--- config.mk ---
export PLATFORM = sky130hd
export DESIGN_NAME = cpu_exception_sequencer
export DESIGN_NICKNAME = d
export VERILOG_FILES = /design/src/inc/exc_pkg.sv /design/src/hw/cpu_exception_sequencer.sv
export SDC_FILE = /design/constraint.sdc
export NUM_CORES = 1
export LEC_CHECK = 0
export BUFFER_PORTS_ARGS = -buffer_cell sky130_fd_sc_hd__clkbuf_2
export CAP_MARGIN = 20
export CORE_ASPECT_RATIO = 1.25
export CORE_UTILIZATION = 30
export DETAILED_ROUTE_END_ITERATION = 10
export PLACE_DENSITY = 0.53
export SETUP_SLACK_MARGIN = 0.4
export SYNTH_ARGS = -nofsm -noshare
export SYNTH_HDL_FRONTEND = slang
export SYNTH_SLANG_ARGS = --single-unit
--- constraint.sdc ---
create_clock -name core_clk_in -period 116.6 [get_ports core_clk_in]
set_clock_uncertainty 0.2 [all_clocks]
set_input_delay 11.66 -clock core_clk_in [delete_from_list [all_inputs] [get_ports core_clk_in]]
set_output_delay 11.66 -clock core_clk_in [all_outputs]
set_load 0.01 [all_outputs]
--- src/inc/exc_pkg.sv ---
// Purpose: shared constants for the cpu exception sequencer
// Assumes: 32-bit addresses, 16-bit instructions, 40 MHz core clock
// Notes:   vector numbers follow the exception vector table layout
// Summary of operation
// RQ1: odd instruction fetch address flags an address error
// RQ2: instruction fetch from peripheral module space flags an address error
// RQ3: cpu or dma word access at odd address flags an address error
// RQ4: cpu or dma long access not on four-byte boundary flags an error
// RQ5: long access to 8-bit peripheral area errors; 16-bit areas are fine
// RQ6: address error handling waits for bus cycle and executing instructions
// RQ7: address error pushes status, pushes pc, jumps via vector, no slot
// RQ8: address error saves start of instruction after last one executed
// RQ9: sources: nmi, break, eight external, 4 dma, 15 timer, 8 serial, wdt, 2 bus
// RQ10: levels 0 to 16; nmi fixed 16 always taken, break fixed 15
// RQ11: external and peripheral sources take programmable levels 0 to 15
// RQ12: with several pending, the highest ranked request is handled
// RQ13: maskable request accepted only when level exceeds the mask field
// RQ14: interrupt pushes status and pc, writes level to mask, jumps via vector
// RQ15: nmi writes fifteen into the mask field instead of sixteen
// RQ16: trap pushes status and next pc, uses its own vector, no slot
// RQ17: undefined or pc-writing code in a delay slot starts illegal slot handling
// RQ18: illegal slot saves the delayed branch target and uses its vector
// RQ19: undefined code outside a slot saves its own address, general vector
// RQ20: handler address is vector base plus four times vector number
// RQ21: trap can select user vectors 32 through 63
// RQ22: each push decrements stack pointer by four before writing
// RQ23: equal levels are resolved by fixed source order
package exc_pkg;
  // access sizes on the data side
  localparam logic [1:0]  SIZE_BYTE      = 2'h0;
  localparam logic [1:0]  SIZE_WORD      = 2'h1;
  localparam logic [1:0]  SIZE_LONG      = 2'h2;
  // peripheral module space: address bits 27..24 select it
  localparam logic [3:0]  PERIPH_TAG     = 4'h5;
  localparam int          PERIPH_TAG_LSB = 24;
  // within peripheral space this address bit marks an 8-bit area when low
  localparam int          PERIPH_W16_BIT = 8;
  // vector numbers
  localparam logic [7:0]  VEC_GEN_ILL    = 8'h04;
  localparam logic [7:0]  VEC_SLOT_ILL   = 8'h06;
  localparam logic [7:0]  VEC_CPU_AE     = 8'h09;
  localparam logic [7:0]  VEC_DMA_AE     = 8'h0a;
  localparam logic [7:0]  VEC_NMI        = 8'h0b;
  localparam logic [7:0]  VEC_BREAK      = 8'h0c;
  localparam logic [7:0]  VEC_EXT_BASE   = 8'h40;
  localparam logic [7:0]  VEC_ONCHIP     = 8'h48;
  // source counts
  localparam int          N_EXT          = 8;
  localparam int          N_ONCHIP       = 30;  // 4 dma, 15 timer, 8 serial, 1 wdt, 2 bus
  localparam int          N_SRC          = 2 + N_EXT + N_ONCHIP;
  localparam int          SRC_NMI        = 0;
  localparam int          SRC_BREAK      = 1;
  localparam int          SRC_EXT        = 2;
  localparam int          SRC_ONCHIP     = SRC_EXT + N_EXT;
  // priority levels
  localparam logic [4:0]  LVL_NMI        = 5'h10;
  localparam logic [4:0]  LVL_BREAK      = 5'h0f;
  localparam logic [3:0]  MASK_NMI       = 4'hf;
  // mask field position inside the status word
  localparam int          MASK_LSB       = 4;
  // stack and instruction steps in bytes
  localparam logic [31:0] PUSH_BYTES     = 32'h0000_0004;
  localparam logic [31:0] INSTR_BYTES    = 32'h0000_0002;

  typedef enum logic [1:0] {
    ST_IDLE    = 2'b00,
    ST_PUSH_SR = 2'b01,
    ST_PUSH_PC = 2'b10,
    ST_READ_VEC = 2'b11
  } seq_state_t;
endpackage : exc_pkg

--- src/hw/cpu_exception_sequencer.sv ---
// Purpose: address error check, interrupt ranking and exception entry sequence
// Assumes: one bus request at a time, held until mem_ack_in
// Notes:   vector fetch ack carries the handler address on mem_rdata_in
`timescale 1ns/1ps
module cpu_exception_sequencer (
  // clock and reset
  input  wire logic                       core_clk_in,
  input  wire logic                       reset_in,
  // instruction fetch check
  input  wire logic                       fetch_valid_in,
  input  wire logic [31:0]                fetch_addr_in,
  // data access check (cpu or dma)
  input  wire logic                       data_valid_in,
  input  wire logic                       data_dma_in,
  input  wire logic [1:0]                 data_size_in,
  input  wire logic [31:0]                data_addr_in,
  // pipeline state
  input  wire logic                       pipe_drained_in,
  input  wire logic [31:0]                next_pc_in,
  input  wire logic                       decode_valid_in,
  input  wire logic [31:0]                decode_pc_in,
  input  wire logic                       decode_undef_in,
  input  wire logic                       decode_pc_write_in,
  input  wire logic                       decode_trap_in,
  input  wire logic [7:0]                 trap_vector_in,
  input  wire logic                       in_delay_slot_in,
  input  wire logic [31:0]                branch_target_in,
  input  wire logic                       int_block_in,
  // interrupt sources and levels
  input  wire logic                       nmi_req_in,
  input  wire logic                       break_req_in,
  input  wire logic [exc_pkg::N_EXT-1:0]  external_request_lines_in,
  input  wire logic [exc_pkg::N_ONCHIP-1:0] onchip_req_in,
  input  wire logic [4*exc_pkg::N_EXT-1:0] ext_level_in,
  input  wire logic [4*exc_pkg::N_ONCHIP-1:0] onchip_level_in,
  // core registers
  input  wire logic [31:0]                status_word_in,
  input  wire logic [31:0]                stack_pointer_in,
  input  wire logic [31:0]                vector_base_in,
  // memory port
  input  wire logic                       mem_ack_in,
  input  wire logic [31:0]                mem_rdata_in,
  output logic                            mem_req_out,
  output logic                            mem_we_out,
  output logic [31:0]                     mem_addr_out,
  output logic [31:0]                     mem_wdata_out,
  // results to the core
  output logic                            busy_out,
  output logic                            addr_error_out,
  output logic                            pc_load_out,
  output logic [31:0]                     program_counter_out,
  output logic                            sp_load_out,
  output logic [31:0]                     stack_pointer_out,
  output logic                            mask_load_out,
  output logic [3:0]                      interrupt_mask_field_out,
  output logic                            int_ack_out,
  output logic [5:0]                      int_ack_src_out
);

  exc_pkg::seq_state_t state_ff;
  logic        ae_cpu_ff;
  logic        ae_dma_ff;
  logic [7:0]  vec_ff;
  logic [31:0] saved_pc_ff;
  logic        is_int_ff;
  logic        is_ae_ff;
  logic [4:0]  lvl_ff;
  logic [4:0]  src_lvl [exc_pkg::N_SRC];
  logic [7:0]  src_vec [exc_pkg::N_SRC];
  logic [4:0]  win_lvl;
  logic [5:0]  win_src;
  logic        fetch_periph;
  logic        data_periph;
  logic        fetch_err;
  logic        data_err;
  logic        slot_ill;
  logic        gen_ill;
  logic        trap_go;
  logic        ae_go;
  logic        int_go;
  logic        start;
  logic [3:0]  cur_mask;

  // address error detection
  assign fetch_periph = fetch_addr_in[exc_pkg::PERIPH_TAG_LSB +: 4] == exc_pkg::PERIPH_TAG;
  assign data_periph  = data_addr_in[exc_pkg::PERIPH_TAG_LSB +: 4] == exc_pkg::PERIPH_TAG;
  assign fetch_err = fetch_valid_in & (fetch_addr_in[0]   // RQ1
                                       | fetch_periph);   // RQ2
  assign data_err  = data_valid_in &
                     (((data_size_in == exc_pkg::SIZE_WORD) & data_addr_in[0])              // RQ3
                      | ((data_size_in == exc_pkg::SIZE_LONG) & (data_addr_in[1:0] != 2'h0)) // RQ4
                      | ((data_size_in == exc_pkg::SIZE_LONG) & data_periph
                         & ~data_addr_in[exc_pkg::PERIPH_W16_BIT]));                       // RQ5

  // source table: rank, vector per source
  genvar gi;
  generate
    for (gi = 0; gi < exc_pkg::N_SRC; gi++) begin : g_src
      if (gi == exc_pkg::SRC_NMI) begin : g_nmi
        assign src_lvl[gi] = nmi_req_in ? exc_pkg::LVL_NMI : 5'h00;        // RQ10
        assign src_vec[gi] = exc_pkg::VEC_NMI;
      end else if (gi == exc_pkg::SRC_BREAK) begin : g_brk
        assign src_lvl[gi] = break_req_in ? exc_pkg::LVL_BREAK : 5'h00;    // RQ10
        assign src_vec[gi] = exc_pkg::VEC_BREAK;
      end else if (gi < exc_pkg::SRC_ONCHIP) begin : g_ext
        assign src_lvl[gi] = external_request_lines_in[gi-exc_pkg::SRC_EXT]
                             ? {1'b0, ext_level_in[4*(gi-exc_pkg::SRC_EXT) +: 4]} : 5'h00; // RQ11
        assign src_vec[gi] = exc_pkg::VEC_EXT_BASE + 8'(gi - exc_pkg::SRC_EXT);
      end else begin : g_onc
        assign src_lvl[gi] = onchip_req_in[gi-exc_pkg::SRC_ONCHIP]
                             ? {1'b0, onchip_level_in[4*(gi-exc_pkg::SRC_ONCHIP) +: 4]} : 5'h00; // RQ9 RQ11
        assign src_vec[gi] = exc_pkg::VEC_ONCHIP + 8'(gi - exc_pkg::SRC_ONCHIP);
      end
    end
  endgenerate

  // pick highest level; strict compare keeps the lowest index on ties
  always_comb begin
    win_lvl = 5'h00;
    win_src = 6'h00;
    for (int i = 0; i < exc_pkg::N_SRC; i++) begin
      if (src_lvl[i] > win_lvl) begin   // RQ12 RQ23
        win_lvl = src_lvl[i];
        win_src = 6'(i);
      end
    end
  end

  // start conditions; decode-time faults win over deferred ones
  assign cur_mask = status_word_in[exc_pkg::MASK_LSB +: 4];
  assign slot_ill = decode_valid_in & in_delay_slot_in
                    & (decode_undef_in | decode_pc_write_in | decode_trap_in);   // RQ17
  assign gen_ill  = decode_valid_in & ~in_delay_slot_in & decode_undef_in;       // RQ19
  assign trap_go  = decode_valid_in & ~in_delay_slot_in & decode_trap_in & ~decode_undef_in;
  // address errors wait for the drain and never split a branch from its slot
  assign ae_go    = (ae_cpu_ff | ae_dma_ff) & pipe_drained_in & ~in_delay_slot_in; // RQ6
  assign int_go   = (win_src == 6'(exc_pkg::SRC_NMI) ? nmi_req_in
                     : (win_lvl > {1'b0, cur_mask}))                               // RQ13
                    & ~in_delay_slot_in & ~int_block_in & pipe_drained_in;
  assign start    = (state_ff == exc_pkg::ST_IDLE)
                    & (slot_ill | gen_ill | trap_go | ae_go | int_go);

  // pending address error flags; a new error beats the clear at start
  always_ff @(posedge core_clk_in) begin
    if (reset_in) begin
      ae_cpu_ff      <= 1'b0;
      ae_dma_ff      <= 1'b0;
      addr_error_out <= 1'b0;
    end else begin
      // errors raised while an address error entry is stacking are ignored to avoid a loop
      if (start & ~(slot_ill | gen_ill | trap_go) & ae_go) begin
        if (ae_cpu_ff) ae_cpu_ff <= 1'b0;
        else ae_dma_ff <= 1'b0;
      end
      if (state_ff == exc_pkg::ST_IDLE || !is_ae_ff) begin
        if (fetch_err | (data_err & ~data_dma_in)) ae_cpu_ff <= 1'b1;   // RQ1 RQ3
        if (data_err & data_dma_in) ae_dma_ff <= 1'b1;                  // RQ3 RQ4
      end
      addr_error_out <= fetch_err | data_err;
    end
  end

  // sequence state machine
  always_ff @(posedge core_clk_in) begin
    if (reset_in) begin
      state_ff <= exc_pkg::ST_IDLE;
    end else begin
      case (state_ff)
        exc_pkg::ST_IDLE:     if (start) state_ff <= exc_pkg::ST_PUSH_SR;
        exc_pkg::ST_PUSH_SR:  if (mem_ack_in) state_ff <= exc_pkg::ST_PUSH_PC;   // RQ7 RQ14
        exc_pkg::ST_PUSH_PC:  if (mem_ack_in) state_ff <= exc_pkg::ST_READ_VEC;
        exc_pkg::ST_READ_VEC: if (mem_ack_in) state_ff <= exc_pkg::ST_IDLE;
        default:              state_ff <= exc_pkg::ST_IDLE;
      endcase
    end
  end

  // capture kind, vector and saved pc at start
  always_ff @(posedge core_clk_in) begin
    if (reset_in) begin
      vec_ff      <= 8'h00;
      saved_pc_ff <= 32'h0000_0000;
      is_int_ff   <= 1'b0;
      is_ae_ff    <= 1'b0;
      lvl_ff      <= 5'h00;
    end else if (start) begin
      is_int_ff <= 1'b0;
      is_ae_ff  <= 1'b0;
      lvl_ff    <= win_lvl;
      if (slot_ill) begin
        vec_ff      <= exc_pkg::VEC_SLOT_ILL;
        saved_pc_ff <= branch_target_in;                         // RQ18
      end else if (gen_ill) begin
        vec_ff      <= exc_pkg::VEC_GEN_ILL;
        saved_pc_ff <= decode_pc_in;                             // RQ19
      end else if (trap_go) begin
        vec_ff      <= trap_vector_in;                           // RQ16 RQ21
        saved_pc_ff <= decode_pc_in + exc_pkg::INSTR_BYTES;      // RQ16
      end else if (ae_go) begin
        vec_ff      <= ae_cpu_ff ? exc_pkg::VEC_CPU_AE : exc_pkg::VEC_DMA_AE;
        saved_pc_ff <= next_pc_in;                               // RQ8
        is_ae_ff    <= 1'b1;
      end else begin
        vec_ff      <= src_vec[win_src];
        saved_pc_ff <= next_pc_in;
        is_int_ff   <= 1'b1;
      end
    end
  end

  // memory port: pushes and vector read
  always_ff @(posedge core_clk_in) begin
    if (reset_in) begin
      mem_req_out       <= 1'b0;
      mem_we_out        <= 1'b0;
      mem_addr_out      <= 32'h0000_0000;
      mem_wdata_out     <= 32'h0000_0000;
      stack_pointer_out <= 32'h0000_0000;
    end else begin
      if (start) begin
        mem_req_out       <= 1'b1;
        mem_we_out        <= 1'b1;
        mem_addr_out      <= stack_pointer_in - exc_pkg::PUSH_BYTES;   // RQ22
        stack_pointer_out <= stack_pointer_in - exc_pkg::PUSH_BYTES;
        mem_wdata_out     <= status_word_in;                           // RQ7 RQ14 RQ16
      end else if (mem_ack_in && state_ff == exc_pkg::ST_PUSH_SR) begin
        mem_addr_out      <= stack_pointer_out - exc_pkg::PUSH_BYTES;  // RQ22
        stack_pointer_out <= stack_pointer_out - exc_pkg::PUSH_BYTES;
        mem_wdata_out     <= saved_pc_ff;
      end else if (mem_ack_in && state_ff == exc_pkg::ST_PUSH_PC) begin
        mem_we_out   <= 1'b0;
        mem_addr_out <= vector_base_in + {22'h000000, vec_ff, 2'h0};   // RQ20
      end else if (mem_ack_in && state_ff == exc_pkg::ST_READ_VEC) begin
        mem_req_out <= 1'b0;
      end
    end
  end

  // results: direct jump, no delay slot; mask update on interrupts
  always_ff @(posedge core_clk_in) begin
    if (reset_in) begin
      busy_out                 <= 1'b0;
      pc_load_out              <= 1'b0;
      program_counter_out      <= 32'h0000_0000;
      sp_load_out              <= 1'b0;
      mask_load_out            <= 1'b0;
      interrupt_mask_field_out <= 4'h0;
      int_ack_out              <= 1'b0;
      int_ack_src_out          <= 6'h00;
    end else begin
      pc_load_out   <= 1'b0;
      sp_load_out   <= 1'b0;
      mask_load_out <= 1'b0;
      int_ack_out   <= 1'b0;
      if (start) busy_out <= 1'b1;
      if (start & ~(slot_ill | gen_ill | trap_go | ae_go)) begin
        int_ack_out     <= 1'b1;
        int_ack_src_out <= win_src;
      end
      if (mem_ack_in && state_ff == exc_pkg::ST_READ_VEC) begin
        busy_out            <= 1'b0;
        pc_load_out         <= 1'b1;                           // RQ7 RQ16 RQ18
        program_counter_out <= mem_rdata_in;
        sp_load_out         <= 1'b1;
        mask_load_out       <= is_int_ff;                      // RQ14
        interrupt_mask_field_out <= (lvl_ff == exc_pkg::LVL_NMI) ? exc_pkg::MASK_NMI
                                    : lvl_ff[3:0];             // RQ15
      end
    end
  end
endmodule : cpu_exception_sequencer

== Word level (Yosys, flattened, before mapping) ==
Memories as Yosys holds them, arrays and structs flattened.
Cells that the tools add are included.

* Add/sub/neg operators: 4
* Magnitude comparators: 42
* Eq/ne operators: 14
* Mux-type cells: 167
* Bitwise logic cells: 44
* Reduce and logical (&&, ||, !) cells: 17

{| class="wikitable"
|+ Operator list
! operator !! number
|-
| two-way mux 32 bit || 10
|-
| two-way mux 6 bit || 38
|-
| two-way mux 5 bit || 41
|-
| greater-than comparator 4 x 5 -> 1 bit || 39
|-
| two-way mux 4 bit || 40
|-
| subtractor 32 x 3 -> 32 bit, second input constant || 2
|-
| two-way mux 8 bit || 6
|-
| adder 32 x 10 -> 32 bit || 1
|-
| adder 32 x 2 -> 32 bit, second input constant || 1
|-
| two-way mux 1 bit || 26
|-
| AND 1 bit || 23
|-
| inequality test 2 bit, second input constant || 6
|-
| OR 1 bit || 12
|-
| two-way mux 2 bit || 5
|-
| equality test 4 x 3 -> 1 bit, second input constant || 2
|-
| inverter 1 bit || 8
|-
| case mux 2 bit (4 select lines) || 1
|-
| nonzero test 2 bit || 4
|-
| >= comparator 7 bit, second input constant || 1
|-
| inverter 6 -> 7 bit || 1
|-
| equality test 2 bit, second input constant || 3
|-
| zero test 6 bit || 1
|-
| equality test 5 bit, second input constant || 1
|-
| greater-than comparator 5 x 1 -> 1 bit, second input constant || 1
|-
| 11 further kinds || 15
|}

* Register bits after elaboration: 196
* ROM bits: 512
* Logic and storage cells: 310
* Memories: 1

{| class="wikitable"
|+ Memories
! memory !! depth !! width !! read ports !! clocked after memory_dff !! wr ports !! RTL line !! source
|-
| (no name shown) || 64 || 8 || 1 || 0 || 0 || cpu_exception_sequencer.sv:204 || <nowiki>vec_ff <= src_vec[win_src];</nowiki>
|}

== Logic depth before layout (Yosys ltp) ==
* Depth in word-level cells: 93
* Mapped depth: 299
* Depth with buffers taken out: 278

== Worst setup path after synthesis ==
No wires, ideal clock.

* Path type: input-to-reg
* Start point: input port nmi_req_in
* End point: register stack_pointer_out[31]
* Arrival time: 65.454 ns
* Path slack: 50.834 ns
* Cell stages on the path: 260
* Path through: buf_6 -> nor2b_1 -> inv_1 -> ha_1 -> nand2b_1 -> a221o_1 -> a22o_4 -> or2_2 -> ha_1 -> a41o_1 -> a21oi_2 -> nor3_1 -> or2_2 -> ha_1 -> nor2b_1 -> o211ai_1 -> a21oi_2 -> mux2_2 -> [... 224 more ...] -> o221ai_2 -> ha_1 -> a41oi_1 -> a21boi_0 -> nand2_1 -> nand2_1 -> ha_1 -> nor2b_1 -> o21ai_0 -> nand2b_1 -> a21oi_1 -> a41oi_1 -> and3_1 -> a221o_1 -> buf_6 -> a31oi_1 -> a21oi_1 -> a2111oi_1

* Word-level cells in the longest chain between the ends: 89
* Elaborated cells on any way between the ends: 130
* Classes of those cells: order compare: 41; mux: 82; bitwise: 5; reduce/logical: 2

{| class="wikitable"
|+ RTL lines
! item !! RTL line !! source
|-
| start, declared || cpu_exception_sequencer.sv:30 || <nowiki>input wire logic nmi_req_in,</nowiki>
|-
| two-way mux 5 bit (*) || cpu_exception_sequencer.sv:100 || <nowiki>assign src_lvl[gi] = nmi_req_in ? exc_pkg::LVL_NMI : 5'h00;</nowiki>
|-
| greater-than comparator 5 x 1 -> 1 bit || cpu_exception_sequencer.sv:122 || <nowiki>if (src_lvl[i] > win_lvl) begin</nowiki>
|-
| two-way mux 5 bit (*) || cpu_exception_sequencer.sv:122 ||
|-
| greater-than comparator 4 x 5 -> 1 bit || cpu_exception_sequencer.sv:122 ||
|-
| two-way mux 5 bit (*) || cpu_exception_sequencer.sv:122 ||
|-
| greater-than comparator 4 x 5 -> 1 bit || cpu_exception_sequencer.sv:122 ||
|-
| two-way mux 5 bit (*) || cpu_exception_sequencer.sv:122 ||
|-
| greater-than comparator 4 x 5 -> 1 bit || cpu_exception_sequencer.sv:122 ||
|-
| [... 72 more ...] || -- ||
|-
| two-way mux 5 bit (*) || cpu_exception_sequencer.sv:122 ||
|-
| net win_lvl[1] || cpu_exception_sequencer.sv:70 || <nowiki>logic [4:0] win_lvl;</nowiki>
|-
| greater-than comparator 5 x 4 -> 1 bit (*) || cpu_exception_sequencer.sv:138 || <nowiki>: (win_lvl > {1'b0, cur_mask}))</nowiki>
|-
| two-way mux 1 bit (*) || cpu_exception_sequencer.sv:137 || <nowiki>assign int_go = (win_src == 6'(exc_pkg::SRC_NMI) ? nmi_req_in</nowiki>
|-
| AND 1 bit (*) (3 in series) || cpu_exception_sequencer.sv:139 || <nowiki>& ~in_delay_slot_in & ~int_block_in & pipe_drained_in;</nowiki>
|-
| OR 1 bit (*) || cpu_exception_sequencer.sv:141 || <nowiki>& (slot_ill | gen_ill | trap_go | ae_go | int_go);</nowiki>
|-
| AND 1 bit (*) || cpu_exception_sequencer.sv:141 ||
|-
| two-way mux 32 bit or nonzero test 2 bit (tied branches) || -- ||
|-
| end signal, assigned || cpu_exception_sequencer.sv:224 || <nowiki>stack_pointer_out <= stack_pointer_in - exc_pkg::PUSH_BYTES;</nowiki>
|-
| end signal, assigned || cpu_exception_sequencer.sv:228 || <nowiki>stack_pointer_out <= stack_pointer_out - exc_pkg::PUSH_BYTES;</nowiki>
|-
| end, declared || cpu_exception_sequencer.sv:53 || <nowiki>output logic [31:0] stack_pointer_out,</nowiki>
|}

Mark *: on every way through the listed nets, which the timed path passes. The rest lies on a longest branch.
A chain may end at the register's enable or synchronous reset.

== Worst setup path after layout ==
* Start point: input port break_req_in
* End point: register mem_addr_out[17]

* Word-level cells in the longest chain between the ends: 87
* Elaborated cells on any way between the ends: 128
* Classes of those cells: order compare: 40; mux: 81; bitwise: 5; reduce/logical: 2

{| class="wikitable"
|+ RTL lines
! item !! RTL line !! source
|-
| start, declared || cpu_exception_sequencer.sv:31 || <nowiki>input wire logic break_req_in,</nowiki>
|-
| two-way mux 4 bit (*) || cpu_exception_sequencer.sv:103 || <nowiki>assign src_lvl[gi] = break_req_in ? exc_pkg::LVL_BREAK : 5'h00;</nowiki>
|-
| greater-than comparator 4 x 5 -> 1 bit || cpu_exception_sequencer.sv:122 ||
|-
| two-way mux 5 bit (*) || cpu_exception_sequencer.sv:122 ||
|-
| greater-than comparator 4 x 5 -> 1 bit || cpu_exception_sequencer.sv:122 ||
|-
| two-way mux 5 bit (*) || cpu_exception_sequencer.sv:122 ||
|-
| greater-than comparator 4 x 5 -> 1 bit || cpu_exception_sequencer.sv:122 ||
|-
| two-way mux 5 bit (*) || cpu_exception_sequencer.sv:122 ||
|-
| greater-than comparator 4 x 5 -> 1 bit || cpu_exception_sequencer.sv:122 ||
|-
| [... 70 more ...] || -- ||
|-
| two-way mux 5 bit (*) || cpu_exception_sequencer.sv:122 ||
|-
| net win_lvl[1] || cpu_exception_sequencer.sv:70 ||
|-
| greater-than comparator 5 x 4 -> 1 bit (*) || cpu_exception_sequencer.sv:138 ||
|-
| two-way mux 1 bit (*) || cpu_exception_sequencer.sv:137 ||
|-
| AND 1 bit (*) (3 in series) || cpu_exception_sequencer.sv:139 ||
|-
| OR 1 bit (*) || cpu_exception_sequencer.sv:141 ||
|-
| AND 1 bit (*) || cpu_exception_sequencer.sv:141 ||
|-
| nonzero test 3 bit (no source line) or two-way mux 32 bit (tied branches) || -- ||
|-
| end signal, assigned || cpu_exception_sequencer.sv:223 || <nowiki>mem_addr_out <= stack_pointer_in - exc_pkg::PUSH_BYTES;</nowiki>
|-
| end signal, assigned || cpu_exception_sequencer.sv:227 || <nowiki>mem_addr_out <= stack_pointer_out - exc_pkg::PUSH_BYTES;</nowiki>
|-
| end signal, assigned || cpu_exception_sequencer.sv:232 || <nowiki>mem_addr_out <= vector_base_in + {22'h000000, vec_ff, 2'h0};</nowiki>
|-
| end, declared || cpu_exception_sequencer.sv:45 || <nowiki>output logic [31:0] mem_addr_out,</nowiki>
|}

Marked as above.

==> metrics.cfg <==
[clock_network]
h-tree-depth = 4
cts_root_buf = clkbuf_16
cts_tree = done
ctsHoldBuffers = 0
cts_max_path_buffers = 2
clk_pin_slew_ns = 0.10
cts-buffers-inserted = 17
cts_resized = 0
clock_latency_ns = 0.47
clock-sinks = 196
cts_setup_buffers = 0

[drt]
drc = 4
first_iter_violations = 1371
viasPerCell = 5.36
drt-total-wl_um = 79200
routedWlPerCell_um = 19.7
drtAntennaViolNets = 0
dr.pass1.iters = 8
num_vias = 21600

[hold_path]
hold_depth = 2
hold_start = program_counter_out[3]
hold_path.class = reg2reg
min_to = program_counter_out[3]

[yosys]
synth_edf_count = 0
synth_cells = 2641
synthFlopType = dfxtp_1
async_reset_ff_share_pct = 0
synthTopCellsByCount = nand2_1 (440), a21oi_1 (280), nor2_1 (220)
seq_area_frac_synth_pct = 20.5
synth_area_sq_um = 19100
synth_seq_cells = 196
avgSynthCellArea_sq_um = 7.24
yosysMostFrequentCell = nand2_1
synth.largest_area_cell = dfxtp_1
synth_top_cell_area_share_pct = 20.5
ys_types = 99
ys_top_cells_by_area = dfxtp_1 (21%), ha_1 (11%), nand2_1 (8.6%), a21oi_1 (7.3%), nor2_1 (4.3%)
yosysWarnings = 0
synthesis.nets = 3317

[floorplanning]
die_h_um = 284
start_util_pct = 30.3
pin_count = 649
coreArea_sq_um = 63100
die_area_sq_um = 64700
die_w_um = 228
row_count = 103

[setup_path]
reg2reg_to = mem_addr_out[31]
worst-r2r-cell-count = 11
required_ns = 116.79
path_max_fanout = 83
critPathMaxStageDelay_ns = 0.86
crit_top_cell = ha_1
end_kind = flip-flop
cp-start-kind = primary input
worstPathArrival_ns = 77.73
r2r-start = stack_pointer_out[8]
crit_slowest_cell = a21oi_1
worstSetupStartpoint = break_req_in
r2r_slack_ns = 112.70
timing_worst_setup_path_type = in2reg

[global_route]
grt_pass1_wl_um = 120000
grt_pass1_vias = 20600
grt_usage_pct = 23.6
antenna_found_initial = 9
grt_max_degree = 84
overflow = 0

[timing]
finalCritPeriodShare_pct = 66.5
slew_viol_final = 0
tns_ns = 0
slew-limit-headroom_pct = 25.3
rsz0062_at_grt = false
fmax_mhz = 12.9
max_slew.worst_pin.slew_ns = 1.12
hold_viol = 0
post-route-min-period_ns = 77.54
setup_viol = 0

[place]
port_buffers = 596
place_hpwl_um = 64500
place_congestion = 0.913

[cells_and_area]
post_route_cells_drive_above_1_share_pct = 23.9
syn_to_final_growth_pct = 23.1
post-route-util_pct = 37.3
nNetsFinal = 3836

[outcome]
status = finished, violations left
violations = DRC

[run]
drv_cap = 0

-- how the worst max path moves through the flow --
stage | to | cells past startpoint
5_1_grt | mem_addr_out[17] | 257
6_report | mem_addr_out[17] | 250
3_5_place_dp | mem_addr_out[17] | 249
4_1_cts | mem_addr_out[17] | 249
2_1_floorplan | stack_pointer_out[31] | 260
3_3_place_gp | mem_addr_out[17] | 248
-- kinds of logic (layout without fill, tap and decap cells) --
logic type / Yosys count / in the layout / synth area share (%)
AOI/OAI and AO/OA: 821 / 821 / 29.2
DFF: 196 / 196 / 20.5
adders and majority gates: 173 / 173 / 11.4
and+or+nand+nor: 1062 / 1062 / 26.2
muxes: 39 / 39 / 2.15
xor gates and xnor gates: 126 / 126 / 5.77
buffers and inverters: 224 / 756 / 4.80
other: 0 / 7 / 0
-- routing by layer --
metal	wire length, um	track usage (%)	vias up
met2	38600	41.3	744
met4	2670	8.56	4
met1	33600	29.2	10000
met3	4390	3.42	122
li1	-	-	10700
met5	23	0	-
-- critical path: cells and delay by family --
kind / cells / cell delay (ns)
AOI/OAI and AO/OA: 117 / 35.21
and+or+nand+nor: 65 / 11.98
adders and majority gates: 39 / 11.79
buffers and inverters: 23 / 4.82
muxes: 6 / 2.08
-- cell type report --
| type | count | area (sq um) |
|---|---|---|
| fillers | 6950 | 39600 |
| multi-input cells | 2221 | 14300 |
| flip-flops and latches | 196 | 3920 |
| repair buffers | 628 | 3230 |
| well taps | 840 | 1050 |
| clock buffers | 17 | 425 |
| inverters | 96 | 360 |
| clock inverters | 15 | 216 |
| diodes | 7 | 17.5 |
-- sequential cells by signal, summed over array words and instances (netlist names) --
signal,cells
mem_wdata_out,32
int_ack_out,1
sp_load_out,1
vec_ff,8
is_int_ff,1
program_counter_out,32
ae_cpu_ff,1
ae_dma_ff,1
mem_we_out,1
interrupt_mask_field_out,4
mem_addr_out,32
is_ae_ff,1
addr_error_out,1
lvl_ff,5
saved_pc_ff,32
state_ff,2
mem_req_out,1
int_ack_src_out,6
stack_pointer_out,32
busy_out,1
mask_load_out,1
-- stage by stage --
stage / cell area (sq um) / hold slack, ns / instances / setup WS, ns
6_report: 23500 / 0.255 / 4020 / 39.06
5_1_grt: 23500 / 0.274 / 4019 / 34.31
4_1_cts: 23500 / 0.256 / 4012 / 39.13
3_5_place_dp: 22900 / 0.245 / 3980 / 38.94
3_3_place_gp: 22900 / 0.238 / 3980 / 39.03
2_1_floorplan: 19100 / 0.232 / 2641 / 50.83
-- placed cells by master (no fill, tap or decap), types with 20 or more instances in the layout --
cell type,Yosys,layout
clkbuf_2,1,595
nand2_1,440,439
a21oi_1,280,280
nor2_1,220,219
dfxtp_1,196,196
ha_1,172,172
inv_1,96,96
o21ai_0,95,94
and2_1,94,93
o211ai_1,74,74
xnor2_1,74,74
nor3_1,60,60
nor2b_1,55,55
xor2_1,52,52
nand3_1,51,51
a211oi_1,48,48
a311oi_1,41,41
buf_4,3,32
a41o_1,28,28
a21o_1,24,24
a31oi_1,23,23
or3_1,22,22
o21a_1,22,22
mux2i_1,22,22
nor4_1,21,21
and3_1,20,20
Power is left out: the tool's default activity adds up to more than one toggle a clock period on the data nets, which glitch-free logic cannot reach.
